==> config.mk <==
export PLATFORM = sky130hd
export DESIGN_NAME = utd_engine_flat
export DESIGN_NICKNAME = d
export VERILOG_FILES = /design/src/rtl/utd_pkg.sv /design/src/rtl/utd_if.sv /design/src/rtl/utd_engine.sv /design/src/flat_wrapper.sv
export SDC_FILE = /design/constraint.sdc
export NUM_CORES = 1
export LEC_CHECK = 0
export BUFFER_PORTS_ARGS = -buffer_cell sky130_fd_sc_hd__buf_4
export CORE_MARGIN = 5
export CORE_UTILIZATION = 59
export DETAILED_ROUTE_END_ITERATION = 8
export HOLD_SLACK_MARGIN = 0.12
export MAX_ROUTING_LAYER = met4
export PLACE_DENSITY = 0.8
export SETUP_SLACK_MARGIN = 0.1
export SLEW_MARGIN = 10
export SYNTH_ARGS = -nofsm -noshare
export SYNTH_HDL_FRONTEND = slang
export SYNTH_SLANG_ARGS = --single-unit
export TNS_END_PERCENT = 50
==> constraint.sdc <==
create_clock -name clock -period 5.8 [get_ports clock]
set_input_delay 1.16 -clock clock [delete_from_list [all_inputs] [get_ports clock]]
set_output_delay 1.16 -clock clock [all_outputs]
set_load 0.02 [all_outputs]
==> src/rtl/utd_pkg.sv <==
// shared constants for the transmit descriptor dma engine and its memory/fifo partner
package utd_pkg;
  localparam int unsigned UTD_AW = 32;
  localparam int unsigned UTD_DW = 32;
  localparam int unsigned UTD_BW = 8;
  localparam int unsigned UTD_LW = 16;
  // descriptor layout, four words, 16-byte aligned
  localparam logic [31:0] UTD_DESC_BYTES = 32'h0000_0010;
  localparam logic [31:0] UTD_W0_OFF = 32'h0000_0000;
  localparam logic [31:0] UTD_W3_OFF = 32'h0000_000C;
  localparam logic [1:0] UTD_LAST_WORD = 2'h3;
  localparam int unsigned UTD_FIRST_BIT = 31;
  localparam int unsigned UTD_LAST_BIT = 30;
  localparam int unsigned UTD_OWN_BIT = 29;
  localparam int unsigned UTD_DRAIN_BIT = 28;
  localparam int unsigned UTD_ZERO_BIT = 23;
  localparam int unsigned UTD_OFS_LSB = 16;
  localparam logic [31:0] UTD_CTL_MASK = 32'hF080_FFFF;
  localparam logic [31:0] UTD_NULL = 32'h0000_0000;
  // partner user-port map
  localparam int unsigned UTD_MEM_WORDS = 256;
  localparam int unsigned UTD_MEM_IW = 8;
  localparam logic [31:0] UTD_ADR_HEAD = 32'h0000_0400;
  localparam logic [31:0] UTD_ADR_COMP = 32'h0000_0404;
  localparam logic [31:0] UTD_ADR_STAT = 32'h0000_0408;
  localparam logic [31:0] UTD_ADR_MEM_TOP = 32'h0000_0400;
endpackage

==> src/rtl/utd_if.sv <==
// link between the dma engine and its memory, software and endpoint fifo partner
`timescale 1ns/100ps
`default_nettype none
interface utd_if;
  logic mem_req;
  logic mem_we;
  logic [31:0] mem_addr;
  logic [31:0] mem_wdata;
  logic mem_ack;
  logic [31:0] mem_rdata;
  logic reg_wr;
  logic reg_sel_comp;
  logic [31:0] reg_wdata;
  logic [31:0] tx_queue_head_ptr;
  logic [31:0] tx_completion_ptr;
  logic chan_irq;
  logic tx_valid;
  logic [7:0] tx_data;
  logic tx_last;
  logic tx_zero;
  logic tx_ready;
  modport engine (output mem_req, mem_we, mem_addr, mem_wdata, input mem_ack, mem_rdata,
    input reg_wr, reg_sel_comp, reg_wdata, output tx_queue_head_ptr, tx_completion_ptr, chan_irq,
    output tx_valid, tx_data, tx_last, tx_zero, input tx_ready);
  modport partner (input mem_req, mem_we, mem_addr, mem_wdata, output mem_ack, mem_rdata,
    output reg_wr, reg_sel_comp, reg_wdata, input tx_queue_head_ptr, tx_completion_ptr, chan_irq,
    input tx_valid, tx_data, tx_last, tx_zero, output tx_ready);
endinterface
`default_nettype wire

==> src/rtl/utd_engine.sv <==
// transmit dma engine walking a linked descriptor queue for one channel
//
// Strobed register access and the register addresses were chosen for this implementation.
`timescale 1ns/100ps
`default_nettype none
// What this block does
// - bit 31 marks packet's first buffer
// - bit 30 marks packet's last buffer
// - first and last together: one-buffer packet
// - ownership bit read only on first descriptor
// - engine clears ownership after packet done
// - engine sets drained flag on final descriptor
// - zero-byte flag: no data, empty packet
// - software sets length one with zero-byte
// - length bits 15:0 taken from first only
// - stop at programmed length, truncate rest
// - software keeps length within buffer sum
// - middle buffers carry neither flag
// - keep head, completion, pointers and lengths
// - one queue with head and completion
// - software appends tail, engine frees head
// - walk descriptors in link order
// - 16-byte descriptors, zero link ends queue
// - nonzero head write starts until empty
// - queue end: release, flag, zero head, complete
// - interrupt drops when acknowledge matches
module utd_engine
  import utd_pkg::*;
(
  input wire logic clock,
  input wire logic rst_b,
  utd_if.engine lnk,
  output logic busy,
  output logic [15:0] tx_packet_length_state,
  output logic [31:0] tx_current_desc_ptr
);
  typedef enum logic [9:0] {
    S_IDLE = 10'h001, S_FETCH = 10'h002, S_FWAIT = 10'h004, S_DECODE = 10'h008,
    S_RD = 10'h010, S_RWAIT = 10'h020, S_SEND = 10'h040, S_ZERO = 10'h080,
    S_WR = 10'h100, S_WWAIT = 10'h200
  } utd_state_t;

  utd_state_t st_q;
  logic [31:0] head_q, comp_q, first_q, cur_q, buf_q, next_q, wr_addr_q, wr_data_q;
  logic [31:0] w3_q, first_ctl_q;
  logic [15:0] rem_q, act_q, buf_rem_q;
  logic [1:0] widx_q;
  logic irq_q, zero_q, drain_pend_q, fin_pend_q;
  logic [7:0] byte_q;
  logic req_q, we_q;
  logic [31:0] addr_q;
  logic [31:0] ctl;
  logic is_first, is_last;
  logic done_ev;
  logic send_done;

  // only the defined control fields are looked at
  assign ctl = lnk.mem_rdata & UTD_CTL_MASK;
  assign is_first = w3_q[UTD_FIRST_BIT];
  assign is_last = w3_q[UTD_LAST_BIT];
  assign done_ev = (st_q == S_WWAIT) && lnk.mem_ack && fin_pend_q && !drain_pend_q;
  assign send_done = zero_q || (rem_q == 16'h0000) || (buf_rem_q == 16'h0000);

  assign lnk.mem_req = req_q;
  assign lnk.mem_we = we_q;
  assign lnk.mem_addr = addr_q;
  assign lnk.mem_wdata = wr_data_q;
  assign lnk.tx_queue_head_ptr = head_q;
  assign lnk.tx_completion_ptr = comp_q;
  assign lnk.chan_irq = irq_q;
  assign lnk.tx_data = byte_q;
  // no stale beat while a finished buffer hands over to the next descriptor
  assign lnk.tx_valid = ((st_q == S_SEND) && !send_done) || (st_q == S_ZERO);
  assign lnk.tx_zero = (st_q == S_ZERO);
  assign lnk.tx_last = (st_q == S_ZERO) || (rem_q == 16'h0001);

  // sequencer and per-channel transfer state
  always_ff @(posedge clock or negedge rst_b)
  begin
    if (!rst_b)
    begin
      st_q <= S_IDLE;
      head_q <= UTD_NULL;
      comp_q <= UTD_NULL;
      first_q <= UTD_NULL;
      cur_q <= UTD_NULL;
      buf_q <= UTD_NULL;
      next_q <= UTD_NULL;
      w3_q <= UTD_NULL;
      first_ctl_q <= UTD_NULL;
      wr_addr_q <= UTD_NULL;
      wr_data_q <= UTD_NULL;
      rem_q <= 16'h0000;
      act_q <= 16'h0000;
      buf_rem_q <= 16'h0000;
      widx_q <= 2'h0;
      zero_q <= 1'b0;
      drain_pend_q <= 1'b0;
      fin_pend_q <= 1'b0;
      byte_q <= 8'h00;
      req_q <= 1'b0;
      we_q <= 1'b0;
      addr_q <= UTD_NULL;
    end
    else
    begin
      req_q <= 1'b0;
      we_q <= 1'b0;
      // software completion writes only acknowledge; the pointer keeps the engine's value
      case (st_q)
        S_IDLE:
        begin
          // head writes while busy are ignored; the engine owns the pointer then
          if (lnk.reg_wr && !lnk.reg_sel_comp)
            head_q <= lnk.reg_wdata;
          else if (head_q != UTD_NULL)
          begin
            cur_q <= head_q;
            widx_q <= 2'h0;
            st_q <= S_FETCH;
          end
        end
        S_FETCH:
        begin
          req_q <= 1'b1;
          addr_q <= cur_q + {28'h000_0000, widx_q, 2'h0};
          st_q <= S_FWAIT;
        end
        S_FWAIT:
        begin
          if (lnk.mem_ack)
          begin
            case (widx_q)
              2'h0: next_q <= lnk.mem_rdata;
              2'h1: buf_q <= lnk.mem_rdata;
              2'h2: buf_rem_q <= lnk.mem_rdata[UTD_LW-1:0];
              default: w3_q <= ctl;
            endcase
            if (widx_q == 2'h2)
              wr_data_q <= lnk.mem_rdata; // keeps the offset until decode
            widx_q <= widx_q + 2'h1;
            st_q <= (widx_q == UTD_LAST_WORD) ? S_DECODE : S_FETCH;
          end
        end
        S_DECODE:
        begin
          if (is_first)
          begin
            first_q <= cur_q;
            first_ctl_q <= w3_q;
            rem_q <= w3_q[UTD_LW-1:0];
            act_q <= 16'h0000;
            zero_q <= w3_q[UTD_ZERO_BIT];
            buf_q <= buf_q + {16'h0000, wr_data_q[31:UTD_OFS_LSB]};
          end
          if (is_first && !w3_q[UTD_OWN_BIT])
          begin
            head_q <= UTD_NULL;
            st_q <= S_IDLE;
          end
          else if (is_first && w3_q[UTD_ZERO_BIT])
            st_q <= S_ZERO;
          else if (!is_first && send_done)
            st_q <= S_SEND;
          else
            st_q <= S_RD;
        end
        S_RD:
        begin
          req_q <= 1'b1;
          addr_q <= {buf_q[31:2], 2'h0};
          st_q <= S_RWAIT;
        end
        S_RWAIT:
        begin
          if (lnk.mem_ack)
          begin
            byte_q <= lnk.mem_rdata[8*buf_q[1:0] +: 8];
            st_q <= S_SEND;
          end
        end
        S_ZERO:
        begin
          if (lnk.tx_ready)
          begin
            rem_q <= 16'h0000;
            buf_rem_q <= 16'h0000;
            st_q <= S_SEND;
          end
        end
        S_SEND:
        begin
          // no data left for this buffer or packet: write back on the last buffer, zero head and stop on a zero link, else move on to the next descriptor
          if (send_done)
          begin
            if (is_last)
            begin
              wr_addr_q <= first_q + UTD_W3_OFF;
              wr_data_q <= first_ctl_q & ~(32'h1 << UTD_OWN_BIT);
              fin_pend_q <= 1'b1;
              drain_pend_q <= (next_q == UTD_NULL);
              st_q <= S_WR;
            end
            else if (next_q == UTD_NULL)
            begin
              head_q <= UTD_NULL;
              st_q <= S_IDLE;
            end
            else
            begin
              cur_q <= next_q;
              widx_q <= 2'h0;
              st_q <= S_FETCH;
            end
          end
          else if (lnk.tx_ready)
          begin
            buf_q <= buf_q + 32'h0000_0001;
            rem_q <= rem_q - 16'h0001;
            act_q <= act_q + 16'h0001;
            buf_rem_q <= buf_rem_q - 16'h0001;
            if (rem_q != 16'h0001 && buf_rem_q != 16'h0001)
              st_q <= S_RD;
            else
              buf_rem_q <= 16'h0000;
          end
        end
        S_WR:
        begin
          req_q <= 1'b1;
          we_q <= 1'b1;
          addr_q <= wr_addr_q;
          st_q <= S_WWAIT;
        end
        S_WWAIT:
        begin
          if (lnk.mem_ack)
          begin
            if (drain_pend_q)
            begin
              // the drained flag goes into the last descriptor after ownership is returned
              drain_pend_q <= 1'b0;
              wr_addr_q <= cur_q + UTD_W3_OFF;
              wr_data_q <= (cur_q == first_q) ? (first_ctl_q & ~(32'h1 << UTD_OWN_BIT)) | (32'h1 << UTD_DRAIN_BIT)
                : w3_q | (32'h1 << UTD_DRAIN_BIT);
              st_q <= S_WR;
            end
            else
            begin
              fin_pend_q <= 1'b0;
              comp_q <= cur_q;
              head_q <= next_q;
              zero_q <= 1'b0;
              st_q <= S_IDLE;
            end
          end
        end
        default: st_q <= S_IDLE;
      endcase
    end
  end

  // interrupt: a completion in the same cycle as a matching acknowledge keeps it raised
  always_ff @(posedge clock or negedge rst_b)
  begin
    if (!rst_b)
      irq_q <= 1'b0;
    else if (done_ev)
      irq_q <= 1'b1;
    else if (lnk.reg_wr && lnk.reg_sel_comp && lnk.reg_wdata == comp_q)
      irq_q <= 1'b0;
  end

  always_ff @(posedge clock or negedge rst_b)
  begin
    if (!rst_b)
    begin
      busy <= 1'b0;
      tx_packet_length_state <= 16'h0000;
      tx_current_desc_ptr <= UTD_NULL;
    end
    else
    begin
      busy <= (st_q != S_IDLE);
      tx_packet_length_state <= act_q;
      tx_current_desc_ptr <= cur_q;
    end
  end
endmodule // utd_engine
`default_nettype wire

==> src/flat_wrapper.sv <==
// flat-port wrapper written by rule: the top's interface ports become plain ports
module utd_engine_flat import utd_pkg::*;
  (clock, rst_b, busy, tx_packet_length_state, tx_current_desc_ptr, lnk_mem_req, lnk_mem_we, lnk_mem_addr, lnk_mem_wdata, lnk_mem_ack, lnk_mem_rdata, lnk_reg_wr, lnk_reg_sel_comp, lnk_reg_wdata, lnk_tx_queue_head_ptr, lnk_tx_completion_ptr, lnk_chan_irq, lnk_tx_valid, lnk_tx_data, lnk_tx_last, lnk_tx_zero, lnk_tx_ready);
  utd_if lnk_i ();
  input wire logic clock;
  input wire logic rst_b;
  output logic busy;
  output logic [15:0] tx_packet_length_state;
  output logic [31:0] tx_current_desc_ptr;
  output wire logic [$bits(lnk_i.mem_req)-1:0] lnk_mem_req;
  output wire logic [$bits(lnk_i.mem_we)-1:0] lnk_mem_we;
  output wire logic [$bits(lnk_i.mem_addr)-1:0] lnk_mem_addr;
  output wire logic [$bits(lnk_i.mem_wdata)-1:0] lnk_mem_wdata;
  input wire logic [$bits(lnk_i.mem_ack)-1:0] lnk_mem_ack;
  input wire logic [$bits(lnk_i.mem_rdata)-1:0] lnk_mem_rdata;
  input wire logic [$bits(lnk_i.reg_wr)-1:0] lnk_reg_wr;
  input wire logic [$bits(lnk_i.reg_sel_comp)-1:0] lnk_reg_sel_comp;
  input wire logic [$bits(lnk_i.reg_wdata)-1:0] lnk_reg_wdata;
  output wire logic [$bits(lnk_i.tx_queue_head_ptr)-1:0] lnk_tx_queue_head_ptr;
  output wire logic [$bits(lnk_i.tx_completion_ptr)-1:0] lnk_tx_completion_ptr;
  output wire logic [$bits(lnk_i.chan_irq)-1:0] lnk_chan_irq;
  output wire logic [$bits(lnk_i.tx_valid)-1:0] lnk_tx_valid;
  output wire logic [$bits(lnk_i.tx_data)-1:0] lnk_tx_data;
  output wire logic [$bits(lnk_i.tx_last)-1:0] lnk_tx_last;
  output wire logic [$bits(lnk_i.tx_zero)-1:0] lnk_tx_zero;
  input wire logic [$bits(lnk_i.tx_ready)-1:0] lnk_tx_ready;
  assign lnk_mem_req = lnk_i.mem_req;
  assign lnk_mem_we = lnk_i.mem_we;
  assign lnk_mem_addr = lnk_i.mem_addr;
  assign lnk_mem_wdata = lnk_i.mem_wdata;
  assign lnk_i.mem_ack = lnk_mem_ack;
  assign lnk_i.mem_rdata = lnk_mem_rdata;
  assign lnk_i.reg_wr = lnk_reg_wr;
  assign lnk_i.reg_sel_comp = lnk_reg_sel_comp;
  assign lnk_i.reg_wdata = lnk_reg_wdata;
  assign lnk_tx_queue_head_ptr = lnk_i.tx_queue_head_ptr;
  assign lnk_tx_completion_ptr = lnk_i.tx_completion_ptr;
  assign lnk_chan_irq = lnk_i.chan_irq;
  assign lnk_tx_valid = lnk_i.tx_valid;
  assign lnk_tx_data = lnk_i.tx_data;
  assign lnk_tx_last = lnk_i.tx_last;
  assign lnk_tx_zero = lnk_i.tx_zero;
  assign lnk_i.tx_ready = lnk_tx_ready;
  utd_engine u_core (.clock(clock), .rst_b(rst_b), .lnk(lnk_i), .busy(busy), .tx_packet_length_state(tx_packet_length_state), .tx_current_desc_ptr(tx_current_desc_ptr));
endmodule
After elaboration in Yosys (flattened, before gate mapping) --
Index checks and enable logic that the tools add are counted.
Storage, ports and cells: register bits after elaboration 453, output and inout bits 191
Cells by class: add/sub/neg operators 9, equal/unequal tests 41, shift-type cells 1, mux-type cells 88, bitwise gates (word level) 2, reductions and logical operators 57
Operator list (number):
- two-way mux 32 bit | 28
- case mux 32 bit (3 select lines) | 3
- two-way mux 16 bit | 12
- case mux 32 bit (2 select lines) | 2
- case mux 32 bit (4 select lines) | 1
- two-way mux 10 bit | 12
- case mux 10 bit (10 select lines) | 1
- case mux 16 bit (3 select lines) | 2
- adder 32 x 4 -> 32 bit, second input constant | 2
- == test 32 bit | 2
- adder 32 x 1 -> 32 bit, second input constant | 1
- adder 32 x 16 -> 32 bit | 1
- adder 32 x 4 -> 32 bit | 1
- logical NOT 16 bit | 2
- logical NOT 32 bit | 1
- != test 16 x 1 -> 1 bit, second input constant | 2
- case mux 16 bit (2 select lines) | 1
- nonzero test 32 bit | 1
- indexed part select 32 x 6 -> 8 bit | 1
- subtractor 16 x 1 -> 16 bit, second input constant | 2
- != test 2 bit, second input constant | 11
- != test 2 x 1 -> 1 bit, second input constant | 9
- AND reduction 6 bit | 3
- nonzero test 3 bit | 6
- other kinds (38) | 91

Depth between registers and ports, before layout --
word-level depth 8, mapped depth 16

Worst setup path after synthesis --
No wires, ideal clock.
path kind register -> register, start reg u_core.st_q[8], end reg u_core.buf_q[28], data arrival time 3.962 ns, setup slack 1.717 ns, cell stages (with the launch flop) 17, buffers on the path 5, path through dfrtp_1 -> buf_2 -> nor4_2 -> buf_4 -> nand4_1 -> clkbuf_1 -> clkbuf_1 -> and2_1 -> ha_1 -> clkbuf_1 -> a21o_1 -> a31o_2 -> a21o_1 -> nor4_1 -> nor2_1 -> a41o_1 -> o22a_1
On the way: cells in the longest elaborated chain, start to end 3
RTL lines:
- from (decl) | RTL line utd_engine.sv:43 | utd_state_t st_q;
- from (signal assigned) | RTL line utd_engine.sv:142 | st_q <= (widx_q == UTD_LAST_WORD) ? S_DECODE : S_FETCH;
- == test 10 x 3 -> 1 bit, or another cell as far along | RTL line utd_engine.sv:110 | case (st_q)
- != test 2 bit (no source line), or another cell as far along
- AND reduction 6 bit (no source line)
- to (signal assigned) | RTL line utd_engine.sv:135 | 2'h1: buf_q <= lnk.mem_rdata;
- to (signal assigned) | RTL line utd_engine.sv:154 | buf_q <= buf_q + {16'h0000, wr_data_q[31:UTD_OFS_LSB]};
- to (signal assigned) | RTL line utd_engine.sv:218 | buf_q <= buf_q + 32'h0000_0001;
- to (decl) | RTL line utd_engine.sv:44 | logic [31:0] head_q, comp_q, first_q, cur_q, buf_q, next_q, wr_addr_q, wr_data_q;
Parallel ways exist; a longest one is shown, timed or not. A chain may end at the register's enable or synchronous reset.

Worst setup path after layout --
start reg u_core.st_q[9], end reg u_core.buf_q[27]
The elaborated chain is that of the path after synthesis.

==> results <==
- The violation count after the first detailed-route iteration is 2,465.
- The overall power of the completed layout is 11.0 mW.
- The post-cts resize count is 0.
- The count of different cell masters after synthesis is approximately 80.
- The number of buffers added by the clock tree synthesis step is 47.
- In the synthesized netlist the async set-or-reset flop fraction comes to 1.00.
- The flip-flop cell with the highest count after synthesis is dfrtp_1.
- The synthesized area is 23,200 um2.
- The routed length per instance is around 25 um.
- The clock insertion delay at the later pin of the skew report is 0.61 ns.
- Measured along the y axis, the die boundary spans 208 um.
- Entering global routing, the biggest net connects around 150 pins.
- The maximum fanout encountered on the critical timing path is 17.
- In the global route stage, overall resource usage came out at 0.370.
- The kind of start point of the critical path is a flip-flop.
- The number of nets handed over by synthesis was around 2,600.
- The share of the synthesized area in the top cell type is 0.487.
- The number of vias per cell is 6.55.
- The leading area contributor after synthesis is dfrtp_1.
- Of the total synthesized cell area, the portion taken by AND, OR, NAND and NOR gates is 0.184.
- The share of the synthesized area in compound gates (AO/OA/AOI/OAI) is 0.151.
- TritonCTS built the clock tree.
- In this run the horizontal extent of the chip is 208 um.
- The tree built by TritonCTS fans out to approximately 450 sinks.
- Yosys mapped a number of flops with a built-in enable equal to 0.
- Across the run, the number of max-cap violations was 0.
- Power spread over the standard cell area amounts to 407 nW/um2.
- In this run the static leakage power is ~12 nW.
- Headroom to the max-slew limit came out at 0.161.
- The startpoint of the most critical register-to-register path is u_core.st_q[9]$_DFFE_PN0P_.
- At the worst endpoint, the required time is 6.31 ns.
- The multiplexer share of the synthesized area is 0.0712.
- The count of input and output buffers is 260.
- The number of levels the H-tree was split into is 2.
- The share of synthesized area occupied by flip-flops and latches is 0.488.
- In the post-synthesis netlist, the biggest area contributors are dfrtp_1 49%, nand2_1 6.7%, mux2_2 4.7%.
- STA classifies the critical path endpoint as a flip-flop.
- The endpoint of the lowest-slack register-to-register path is u_core.buf_q[27]$_DFFE_PN0P_.
- The time the final worst path needs with I/O delays and setup is 4.43 ns.
- The clock edge transition at the registers on the reported setup and hold paths is 0.06 ns.
- The count of final hold-check violations is 0.
- The clock skew is 0.0305 ns.
- The endpoint arrival time on the critical path is 4.95 ns.
- The initial antenna violation count is 2.
- Of the total synthesized cell area, the portion taken by full adders, half adders and majority gates is 0.0174.
- Setup violations remaining at the end of the flow were counted as 0.
- The deepest clock path buffer count is 3.
- The I/O pin count is 261.
- The transition time at the pin with the least slew margin is 1.26 ns.
- The number of search-and-repair iterations in the first detailed-routing pass is 8.
- The floorplan has 72 rows.
- The final count of pins violating max slew is 0.
- Counting instances, the worst hold path has a depth of 0.
- The post-CTS setup repair buffer count is 0.
- The global-route wire length before repair is 123 mm.
- The clock root buffer master is clkbuf_16.
- In the finished design, the share of the clock period the worst path needs comes to 0.764.
- The run finished with clean final reports.
- The number of hold buffers added after CTS was 0.
- The remaining global-route overflow is 0.
- The core outline area is 38,700 um2.
- The detailed router placed 20,800 vias in this run.
- Averaged over all synthesized cells, the footprint is between 9 and 10 um2.
- The layout-stage area growth over the synthesis result is 16.8%.
- Routability-driven placement finished with a final weighted congestion of 0.947.
- The DRC violations left is 0.
- The maximum clock frequency is 226 MHz.
- The number of global-route vias before repair came to 20,400.
- The share of layout cells above drive strength 1 is 0.193.
- The starting density of the core is 0.599.
- The type of the worst min-delay path is flip-flop to flip-flop.
- The number of warnings issued by yosys is 0.
- The worst reg2reg path depth is 11.
- Counting every instance in the synthesized netlist gives 2,451.
- Setup repair after global routing left no endpoint under its margin.
- By area, the combinational part of the netlist is dominated by simple AND/OR/NAND/NOR gates.
- Counting flops and latches in the post-synthesis netlist gives 452.
- The maximum vdd ir drop is 248 uV.
- The die covers 43,400 um2.
- In this run the remaining antenna-violating nets after routing total 0.
- The register-to-register setup slack is 1.37 ns.
- The total detailed-routing wirelength is about 80 mm.
- The worst setup path is of the flip-flop to flip-flop kind.
- For hold timing, the worst endpoint is u_core.tx_packet_length_state[11]$_DFF_PN0_.
- The startpoint identified for the worst hold timing path is u_core.act_q[11]$_DFFE_PN0P_.
- The final-stage net count is 2,718.
- The sum of negative setup slack is 0 ns.
- Summed over all nets, the half-perimeter wirelength after detailed placement is 56.8 mm.
- The xor/xnor share of the synthesized area is 0.0548.
==> cells by family after synthesis <==
group | count (synthesis)
mux | 143
flops | 452
buf+inv | 202
fa+ha+maj | 31
compound gates | 546
simple gates | 932
xor+xnor | 145
==> where the power goes <==
part           internal [mW]  total (mW)  switching, mW
logic                   1.22        2.92           1.70
registers               3.77        4.85           1.09
clock network           1.90        3.25           1.35
total                   6.89        11.0           4.13
==> cell usage after synthesis (11+ instances only) <==
master and instances:
a21o_1 11, mux2_2 96, buf_2 16, nor4_1 42, mux2i_1 39, nor2_1 212, o22ai_1 15, ha_1 29
nor3_1 41, a22oi_1 64, and3_1 17, or3_1 13, buf_1 14, and2_1 23, xor2_1 63, a21oi_1 124
a211oi_1 13, nand2_1 412, xnor2_1 82, o21ai_0 148, inv_1 29, dfrtp_1 451, a222oi_1 19, a31oi_1 57
clkbuf_1 137, nand4_1 53, nand3_1 56
==> state kept, by name, indices dropped and copies added (netlist names), 32 cells and up <==
name and flops:
u_core.buf_q 32, u_core.cur_q 32, u_core.first_q 32, u_core.lnk.mem_addr 32, u_core.lnk.mem_wdata 32, u_core.lnk.tx_completion_ptr 32
u_core.lnk.tx_queue_head_ptr 32, u_core.next_q 32, u_core.tx_current_desc_ptr 32, u_core.wr_addr_q 32
==> metal layers <==
layer | track usage | share of wire | routed length [um]
met1 | 0.474 | 0.38 | 30600
met2 | 0.567 | 0.46 | 36900
met3 | 0.0804 | 0.096 | 7690
met4 | 0.174 | 0.057 | 4560
met5 | - | 0 | 0
==> cell usage in the layout (no fill, tap or decap), types with 19 or more instances in the layout <==
cell type and instances:
nand4_1 53, nor2_1 212, mux2i_1 39, and2_1 22, clkbuf_16 48, ha_1 29, a21oi_1 124, mux2_2 96
inv_1 29, xor2_1 63, dfrtp_1 451, a222oi_1 19, a31oi_1 57, o21ai_0 148, nand3_1 56, nor3_1 41
a22oi_1 64, buf_4 285, xnor2_1 82, nor4_1 40, nand2_1 412
==> worst max-delay path, cell delays in order (launching register included) <==
cell	delay (ns)
dfrtp_1	0.51
nor2_1	0.41
nand4_1	0.78
and2_1	0.46
ha_1	0.36
o21ai_0	0.15
o21ai_0	0.24
nand2_1	0.13
o31ai_1	0.72
a21oi_1	0.20
a21oi_1	0.21
a2bb2oi_1	0.18
==> how the worst max path moves through the flow <==
stage                     slack [ns]                        from  depth (start not counted)                      endpoint
after floorplan                 1.72  u_core.st_q[8]$_DFFE_PN0P_                         16  u_core.buf_q[28]$_DFFE_PN0P_
after global placement          1.42  u_core.st_q[9]$_DFFE_PN0P_                         12  u_core.buf_q[28]$_DFFE_PN0P_
after detailed placement        1.45  u_core.st_q[9]$_DFFE_PN0P_                         12  u_core.buf_q[20]$_DFFE_PN0P_
after CTS                       1.42  u_core.st_q[9]$_DFFE_PN0P_                         12  u_core.buf_q[20]$_DFFE_PN0P_
after global routing            1.07  u_core.st_q[9]$_DFFE_PN0P_                         12  u_core.buf_q[20]$_DFFE_PN0P_
final                           1.37  u_core.st_q[9]$_DFFE_PN0P_                         11  u_core.buf_q[27]$_DFFE_PN0P_
==> stage by stage <==
stage               cells  area [um2]  hold WS, ns  utilization  setup slack (ns)
floorplan            2451       23200        0.352            -              1.72
finish               3175       27100        0.378        0.699              1.37
CTS                  3171       27100        0.378        0.699              1.42
global placement     3086       25400        0.366        0.656              1.42
global route         3174       27100        0.391        0.699              1.07
detailed placement   3086       25400        0.364        0.656              1.45
==> final cells by class <==
| type | instances | area (um2) |
|---|---|---|
| antenna | 4 | 10.0 |
| clock buffer | 64 | 1380 |
| clock inverter | 21 | 285 |
| fill | 2948 | 11600 |
| inverter | 30 | 113 |
| multi-input combinational | 1797 | 11100 |
| sequential | 452 | 11300 |
| tap | 518 | 648 |
| timing repair buffer | 289 | 2210 |
(Power assumes the default switching activity.)
